--- config.mk ---
export PLATFORM = sky130hd
export DESIGN_NAME = cfsc_channel
export DESIGN_NICKNAME = d
export VERILOG_FILES = /design/src/rtl/cfsc_pkg.sv /design/src/rtl/cfsc_channel.sv
export SDC_FILE = /design/constraint.sdc
export NUM_CORES = 1
export LEC_CHECK = 0
export ABC_AREA = 1
export BUFFER_PORTS_ARGS = -buffer_cell sky130_fd_sc_hd__buf_2
export CORE_MARGIN = 3
export CORE_UTILIZATION = 61
export CTS_BUF_LIST = sky130_fd_sc_hd__clkbuf_8
export DETAILED_ROUTE_END_ITERATION = 16
export PLACE_DENSITY_LB_ADDON = 0.05
export SETUP_SLACK_MARGIN = 0.05
export SLEW_MARGIN = 10
export SYNTH_ARGS = -nofsm -noshare
export SYNTH_HDL_FRONTEND = slang
export SYNTH_SLANG_ARGS = --single-unit
--- constraint.sdc ---
create_clock -name clock -period 6.2 [get_ports clock]
set_input_delay 0.31 -clock clock [delete_from_list [all_inputs] [get_ports clock]]
set_output_delay 0.31 -clock clock [all_outputs]
set_load 0.02 [all_outputs]
--- src/rtl/cfsc_pkg.sv ---
/*
 * Constants for the per-channel fail status and fail counter block.
 * Assumes a single master clock domain shared by the register port and fail logic.
 */
`default_nettype none
package cfsc_pkg;
    // ****************************************************************
    // Address map
    // ****************************************************************
    localparam int ADDR_W = 5;
    localparam int DATA_W = 16;
    localparam int NUM_CH = 4;
    localparam int SEL_W = 5;
    localparam logic [4:0] OFF_STATUS = 5'h00;
    localparam logic [4:0] OFF_CNT_LOW = 5'h01;
    localparam logic [4:0] OFF_CNT_HIGH = 5'h02;
    localparam logic [4:0] OFF_DYN_CFG = 5'h04;
    localparam logic [4:0] OFF_CH_LAST = 5'h12;
    localparam logic [4:0] OFF_RSVD_FIRST = 5'h13;
    localparam logic [4:0] OFF_RSVD_LAST = 5'h18;
    localparam logic [4:0] OFF_COMMON_FIRST = 5'h19;
    localparam logic [4:0] OFF_COMMON_LAST = 5'h1F;
    // ****************************************************************
    // Select bits inside the five-bit block select
    // ****************************************************************
    localparam int SEL_COMMON = 4;
    // ****************************************************************
    // Field positions
    // ****************************************************************
    localparam int BIT_LONG_EDGE = 7;
    localparam int BIT_ORDER_ERR = 6;
    localparam int BIT_ADDER_OVF = 5;
    localparam int BIT_TOO_CLOSE = 4;
    localparam int BIT_DYN_MASK = 2;
    localparam int BIT_DYN_INC = 0;
    localparam logic [15:0] STATUS_RESET = 16'h0000;
    localparam logic [31:0] COUNT_RESET = 32'h0000_0000;
    localparam logic [15:0] DYN_RESET = 16'h0000;
    localparam logic [15:0] DYN_RW_MASK = 16'h0004;
    localparam int MAX_FAILS_PER_PERIOD = 4;
endpackage : cfsc_pkg
`default_nettype wire

--- src/rtl/cfsc_channel.sv ---
/*
 * One channel's fail status flags, 32-bit fail counter with snapshot and
 * staged preload, plus the channel/common/reserved address decode.
 * Assumes register bus signals already retimed to the master clock by the
 * bus front end; error and fail event inputs are on the same clock.
 */
`default_nettype none
module cfsc_channel #(
    parameter int CH_INDEX = 0
) (
    input wire logic clock,
    input wire logic reset_n,
    input wire logic [4:0] reg_select,
    input wire logic [4:0] reg_addr,
    input wire logic reg_write,
    input wire logic reg_read,
    input wire logic [15:0] reg_wdata,
    output logic [15:0] reg_rdata,
    output logic reg_hit,
    output logic common_access,
    output logic reserved_access,
    input wire logic long_edge_err,
    input wire logic order_err,
    input wire logic same_edge_err,
    input wire logic adder_overflow,
    input wire logic vernier_close_err,
    input wire logic [3:0] edge_fail,
    input wire logic win01_fail,
    input wire logic win23_fail,
    input wire logic [2:0] fail_events,
    output logic fail_mask
);
    // ****************************************************************
    // Decode
    // ****************************************************************
    logic ch_sel;
    logic in_ch_space;
    logic wr_low;
    logic wr_high;
    logic rd_low;
    logic wr_dyn;
    assign ch_sel = reg_select[CH_INDEX];
    // Channel space decode
    // channel offsets
    assign in_ch_space = (reg_addr <= cfsc_pkg::OFF_CH_LAST);
    assign reserved_access = (reg_read | reg_write) & ch_sel
        & (reg_addr >= cfsc_pkg::OFF_RSVD_FIRST) & (reg_addr <= cfsc_pkg::OFF_RSVD_LAST);
    assign common_access = (reg_read | reg_write) & reg_select[cfsc_pkg::SEL_COMMON]
        & (reg_addr >= cfsc_pkg::OFF_COMMON_FIRST);
    assign reg_hit = ch_sel & in_ch_space & (reg_read | reg_write);
    assign wr_low = reg_hit & reg_write & (reg_addr == cfsc_pkg::OFF_CNT_LOW);
    assign wr_high = reg_hit & reg_write & (reg_addr == cfsc_pkg::OFF_CNT_HIGH);
    assign rd_low = reg_hit & reg_read & (reg_addr == cfsc_pkg::OFF_CNT_LOW);
    assign wr_dyn = reg_hit & reg_write & (reg_addr == cfsc_pkg::OFF_DYN_CFG);
    // ****************************************************************
    // Dynamic configuration: mask and increment
    // ****************************************************************
    logic [15:0] dyn_reg;
    logic inc_pulse_reg;
    always_ff @(posedge clock) begin
        if (!reset_n) begin
            dyn_reg <= cfsc_pkg::DYN_RESET;
        end else if (wr_dyn) begin
            dyn_reg <= reg_wdata & cfsc_pkg::DYN_RW_MASK;
        end
    end
    always_ff @(posedge clock) begin
        if (!reset_n) begin
            inc_pulse_reg <= 1'b0;
        end else begin
            inc_pulse_reg <= wr_dyn & reg_wdata[cfsc_pkg::BIT_DYN_INC];
        end
    end
    assign fail_mask = dyn_reg[cfsc_pkg::BIT_DYN_MASK];
    // ****************************************************************
    // Status flags
    // ****************************************************************
    logic long_edge_reg;
    logic order_err_reg;
    logic adder_ovf_reg;
    logic too_close_reg;
    logic [3:0] fail_acc_reg;
    logic [3:0] fail_hit;
    logic [15:0] status_word;
    assign fail_hit = {edge_fail[3] | win23_fail, edge_fail[2],
                       edge_fail[1] | win01_fail, edge_fail[0]};
    // Sticky flags; no software clear, so an event can never be lost to one
    always_ff @(posedge clock) begin
        if (!reset_n) begin
            long_edge_reg <= cfsc_pkg::STATUS_RESET[cfsc_pkg::BIT_LONG_EDGE];
        end else if (long_edge_err) begin
            long_edge_reg <= 1'b1;
        end
    end
    always_ff @(posedge clock) begin
        if (!reset_n) begin
            order_err_reg <= cfsc_pkg::STATUS_RESET[cfsc_pkg::BIT_ORDER_ERR];
        end else if (order_err | same_edge_err) begin
            order_err_reg <= 1'b1;
        end
    end
    always_ff @(posedge clock) begin
        if (!reset_n) begin
            adder_ovf_reg <= cfsc_pkg::STATUS_RESET[cfsc_pkg::BIT_ADDER_OVF];
        end else if (adder_overflow) begin
            adder_ovf_reg <= 1'b1;
        end
    end
    always_ff @(posedge clock) begin
        if (!reset_n) begin
            too_close_reg <= cfsc_pkg::STATUS_RESET[cfsc_pkg::BIT_TOO_CLOSE];
        end else if (vernier_close_err) begin
            too_close_reg <= 1'b1;
        end
    end
    always_ff @(posedge clock) begin
        if (!reset_n) begin
            fail_acc_reg <= cfsc_pkg::STATUS_RESET[3:0];
        end else if (!fail_mask) begin
            fail_acc_reg <= fail_acc_reg | fail_hit;
        end
    end
    // unused bits keep their zero reset value
    always_comb begin
        status_word = cfsc_pkg::STATUS_RESET;
        status_word[cfsc_pkg::BIT_LONG_EDGE] = long_edge_reg;
        status_word[cfsc_pkg::BIT_ORDER_ERR] = order_err_reg;
        status_word[cfsc_pkg::BIT_ADDER_OVF] = adder_ovf_reg;
        status_word[cfsc_pkg::BIT_TOO_CLOSE] = too_close_reg;
        status_word[3:0] = fail_acc_reg;
    end
    // ****************************************************************
    // Fail counter
    // ****************************************************************
    logic [31:0] count_reg;
    logic [31:0] count_next;
    logic [31:0] snap_reg;
    logic [15:0] stage_low_reg;
    logic [2:0] inc_total;
    // up to four fails per period plus the software pulse
    assign inc_total = (fail_events > 3'(cfsc_pkg::MAX_FAILS_PER_PERIOD)
        ? 3'(cfsc_pkg::MAX_FAILS_PER_PERIOD) : fail_events) + {2'b00, inc_pulse_reg};
    always_comb begin
        count_next = count_reg;
        if (!fail_mask) begin
            count_next = count_reg + 32'(inc_total);
        end
        if (wr_high) begin
            count_next = {reg_wdata, stage_low_reg};
        end
    end
    always_ff @(posedge clock) begin
        if (!reset_n) begin
            count_reg <= cfsc_pkg::COUNT_RESET;
        end else begin
            count_reg <= count_next;
        end
    end
    always_ff @(posedge clock) begin
        if (!reset_n) begin
            snap_reg <= cfsc_pkg::COUNT_RESET;
        end else if (rd_low) begin
            snap_reg <= count_reg;
        end
    end
    always_ff @(posedge clock) begin
        if (!reset_n) begin
            stage_low_reg <= cfsc_pkg::COUNT_RESET[15:0];
        end else if (wr_low) begin
            stage_low_reg <= reg_wdata;
        end
    end
    // ****************************************************************
    // Read data, registered
    // ****************************************************************
    always_ff @(posedge clock) begin
        if (!reset_n) begin
            reg_rdata <= 16'h0000;
        end else if (!(reg_hit & reg_read)) begin
            reg_rdata <= 16'h0000;
        end else begin
            case (reg_addr)
                cfsc_pkg::OFF_STATUS: reg_rdata <= status_word;
                cfsc_pkg::OFF_CNT_LOW: reg_rdata <= count_reg[15:0];
                cfsc_pkg::OFF_CNT_HIGH: reg_rdata <= snap_reg[31:16];
                cfsc_pkg::OFF_DYN_CFG: reg_rdata <= dyn_reg;
                default: reg_rdata <= 16'h0000;
            endcase
        end
    end
endmodule // cfsc_channel
`default_nettype wire

After elaboration in Yosys (flattened, before gate mapping)
Cells that the tools add are included.
Widths: inputs -> output; s select.

operators by class
  add/sub/neg operators = 2
  equality and inequality tests = 4
  bitwise operators = 19
  muxes and demuxes = 4
  reduce and logical (&&, ||, !) cells = 2
  order comparisons = 5

operators by type and width
  cell                number
  $mux 32             2
  $pmux 16 s4         1
  $add 32x3->32       1
  $and 1x1->1         14
  $ge 5x5->1 const B  2
  $le 5x5->1 const B  2
  $eq 5x1->1 const B  1
  $eq 5x2->1 const B  1
  $eq 5x3->1 const B  1
  $logic_not 5->1     1
  $or 1x1->1          4
  $or 4x4->4          1
  $add 3x1->3         1
  $gt 3x3->1 const B  1
  $mux 3              1
  $ne 2x2->1 const B  1
  $reduce_and 2->1    1

word-level totals
  output and inout bits = 20
  word-level logic and storage cells = 47
  bits of input ports = 44
  register bits after elaboration = 106

Longest topological paths before layout
  word-level depth = 6
  depth in mapped cells = 16
  depth with buffers taken out = 16

Worst setup path after synthesis
No wires, ideal clock.

  path kind = input-to-reg
  start point = in fail_events[0]
  end point = reg count_reg[26]
  required time = 6.091 ns
  library setup time = 0.109 ns
  path buffers = 0
  data arrival time = 2.241 ns
  slack = 3.850 ns
  stages = 16
  path through = o21a_1 -> nor2_1 -> ha_1 -> ha_1 -> inv_1 -> fa_1 -> inv_1 -> nand2_1 -> nand2_1 -> nand2_1 -> nor3_1 -> nand3_1 -> nand2_1 -> nand3_1 -> nand2_1 -> inv_1

between the ends
  cells in the longest elaborated chain, start to end = 6

RTL lines
  item                  line                 text
  start, declared       cfsc_channel.sv:30   input wire logic [2:0] fail_events,
  $gt 3x3->1            cfsc_channel.sv:141  assign inc_total = (fail_events > 3'(cfsc_pkg::MAX_FAILS_PER_PERIOD)
  $mux 3 *              cfsc_channel.sv:142  ? 3'(cfsc_pkg::MAX_FAILS_PER_PERIOD) : fail_events) + {2'b00, inc_pulse_reg};
  $add 3x1->3 *         cfsc_channel.sv:142
  $add 32x3->32 *       cfsc_channel.sv:146  count_next = count_reg + 32'(inc_total);
  $mux 32 *             cfsc_channel.sv:145  if (!fail_mask) begin
  $mux 32 *             cfsc_channel.sv:148  if (wr_high) begin
  end signal, assigned  cfsc_channel.sv:154  count_reg <= cfsc_pkg::COUNT_RESET;
  end signal, assigned  cfsc_channel.sv:156  count_reg <= count_next;
  end, declared         cfsc_channel.sv:135  logic [31:0] count_reg;

Every way passes the cells marked *; elsewhere a longest branch is shown, timed or not. The select of a mux whose other input is x is not followed.
A chain may end at the register's enable or synchronous reset.

Worst setup path after layout
  start point = reg inc_pulse_reg
  end point = reg count_reg[18]

between the ends
  cells in the longest elaborated chain, start to end = 4

RTL lines
  item                    line                 text
  start, declared         cfsc_channel.sv:59   logic inc_pulse_reg;
  start signal, assigned  cfsc_channel.sv:71   inc_pulse_reg <= wr_dyn & reg_wdata[cfsc_pkg::BIT_DYN_INC];
  $add 3x1->3             cfsc_channel.sv:142
  $add 32x3->32           cfsc_channel.sv:146
  $mux 32                 cfsc_channel.sv:145
  $mux 32                 cfsc_channel.sv:148

No other way between the ends. The select of a mux whose other input is x is not followed.

==> results.txt <==
outcome -> complete, no violations
drt first-iter violations -> 422
initial core utilization -> 63.8%
max reg flops -> 32
Max Fanout on Critical Path -> 6
Num CTS Buffers -> 9
power per cell area -> 207 nW/µm²
Area Overhead vs Synth -> 10.3%
Vias -> 4703
Mapped Avg Cell Area -> 6.54 µm²
DRT Wirelength -> 12300 µm
WL/cell -> 14.2 µm
Yosys top cell area share -> 38.5%
Layout Cells excl Fill -> 866
Post-CTS Setup Repair Bufs -> 0
CTS max path bufs -> 2
register area share after synthesis -> 38.5%
Inst Count DP -> 850
Tightest Pin Transition -> 1.10 ns
final-layout fill cell count -> 656
CTS tree -> yes
initial antenna violation count -> 0
most frequent cells in the layout -> 202 x nand2_1, 129 x nor2_1, 90 x dfxtp_1
Detailed Place HPWL -> 9020 µm
clock sink count -> 90
first-pass GRT wire length -> 20300 µm
Reg clk slew, reported paths -> 0.09 ns
CTS Hold Bufs -> 0
CTS root buf -> clkbuf_8
ANT nets after route -> 0
area leader, netlist -> dfxtp_1
antenna cells -> 0
row count -> 31
Netlist cell types -> 36
setup violators final -> 0
Max Cap Viol -> 0
final period utilization -> 41.3%
RD Place Congestion -> 0.925
Via density -> 5.43
FMAX -> 390 MHz
synth top area cells -> dfxtp_1 39%, nand2_1 16%, nor2_1 10%
core area -> 7330 µm²
fin. max-slew vios -> 0
Critical Path Source Type -> flip-flop
H-tree depth -> 3
WS Path Type -> reg -> reg
layout cell share with drive strength beyond 1 -> 12.4%
Hold WC Path Type -> in -> reg
Mapped Cells -> 715
First-pass DRT Iterations -> 7
flops & latches, synth -> 90
largest net degree at the start of global routing -> 49
I/O pins -> 64
Critical Path RT -> 6.49 ns
synthesized cell area -> 4680 µm²
WP data arrival -> 2.86 ns
Final Hold Fails -> 0
post-route setup TNS -> 0 ns
Port Buffer Count -> 60
Die Wd -> 93.6 µm
gr usage total -> 29.2%
die area -> 8750 µm²
Post-Syn Nets -> 765
yosys warns -> 0
relative slew slack -> 26.6%
commonest non-fill, non-tap cell in the layout -> nand2_1
unrepaired setup endpoints after global routing -> false
Final #Nets -> 812
cts repair resizes -> 0
Chip Height -> 93.6 µm
grt ovf -> 0
maximum vdd drop -> 105 µV
number of global-route vias before repair -> 4283
static leakage -> 2.25 nW
Critical Path Sink Type -> flip-flop
fin util -> 70.3%
Period minus WS final -> 2.56 ns
DRC Markers -> 0
Clock Skews -> 0.00892 ns
clock insertion delay at the later pin of the skew report -> 0.36 ns
## critical path, stage by stage, from the launching register on
cell	delay, ns
dfxtp_1	0.31
ha_1	0.19
ha_1	0.30
inv_1	0.07
fa_1	0.43
inv_1	0.07
nand2_1	0.05
nand2_1	0.10
nand2_1	0.15
nor2_1	0.41
nand3b_1	0.13
a21oi_1	0.18
nor2_1	0.05
nor2_1	0.07
## kinds of logic (layout without fill, tap and decap cells)
kind of cell / after synthesis / in the layout / synth area share (%)
adder cells (fa/ha/maj): 6 / 6 / 1.77
buffers and inverters: 96 / 148 / 8.56
flip-flops: 90 / 90 / 38.5
AO/OA/AOI/OAI: 107 / 107 / 12.5
AND/OR/NAND/NOR: 403 / 403 / 36.2
XOR/XNOR: 13 / 13 / 2.44
## area by class of cell
class                           count  area, µm²  area share (%)
Timing Repair Buffer               60        300            5.82
Clock buffer                        9        124            2.40
Inverter                           72        270            5.24
Sequential cell                    90       1800            34.9
Clock inverter                      7       62.6            1.21
Tap cell                           99        124            2.40
Multi-Input combinational cell    529       2470            48.0
## cells in the mapped netlist
library cell  count
a211oi_1          1
o21ai_0          46
nand2_2           1
buf_6             3
nand3_2           2
nor2_1          129
nor2_2            1
nand3b_1         10
buf_1             1
inv_2             5
a21oi_4           1
nor3_1            7
nand2_1         202
o22ai_1           2
buf_2             4
fa_1              1
xnor2_1           4
xor2_1            9
inv_1            67
nor2_8            1
nor3b_1           1
dfxtp_1          90
a21oi_2           3
o21a_1            1
ha_1              5
buf_4             3
nand3_1          41
nor2_4            5
nand4_1           2
a21oi_1          48
o21ai_2           1
clkbuf_1         12
a221oi_1          3
a41oi_1           1
or2_2             1
clkbuf_2          1
## through the flow
step	worst slack, ns	power [mW]	hold slack [ns]	cell area, µm²
CTS	3.65	1.07	0.159	5160
floorplan	3.85	0.658	0.426	4680
detailed placement	3.40	0.691	0.459	4970
global placement	3.46	0.687	0.449	4970
global route	3.42	1.10	0.155	5160
finish	3.64	1.06	0.155	5160
## report_power, final
part | internal, mW | switching (mW)
clock network | 0.182 | 0.204
logic | 0.0313 | 0.0521
registers | 0.587 | 0.00879
total | 0.800 | 0.265
## routing by layer
layer | wire length (µm) | vias to the layer above | GRT usage (%) | share of wire, %
met5 | 0 | - | 0 | 0
met4 | 295 | 0 | 9.03 | 2.4
met3 | 895 | 28 | 5.07 | 7.3
li1 | - | 2349 | - | -
met1 | 5530 | 2149 | 40.2 | 45
met2 | 5590 | 177 | 46.9 | 45
## final timing paths
| kind | to | cells after the start | start | slack (ns) |
|---|---|---|---|---|
| setup / recovery | count_reg[18]$_SDFFE_PN0P_ | 13 | inc_pulse_reg$_SDFF_PN0_ | 3.64 |
| hold / removal | too_close_reg$_SDFFE_PN0P_ | 3 | vernier_close_err | 0.16 |
| hold reg to reg | reg_rdata[15]$_SDFF_PN0_ | 2 | snap_reg[31]$_SDFFE_PN0P_ | 0.47 |
| setup reg to reg | count_reg[18]$_SDFFE_PN0P_ | 13 | inc_pulse_reg$_SDFF_PN0_ | 3.64 |
Note: power is estimated with default switching activity, not from simulation.
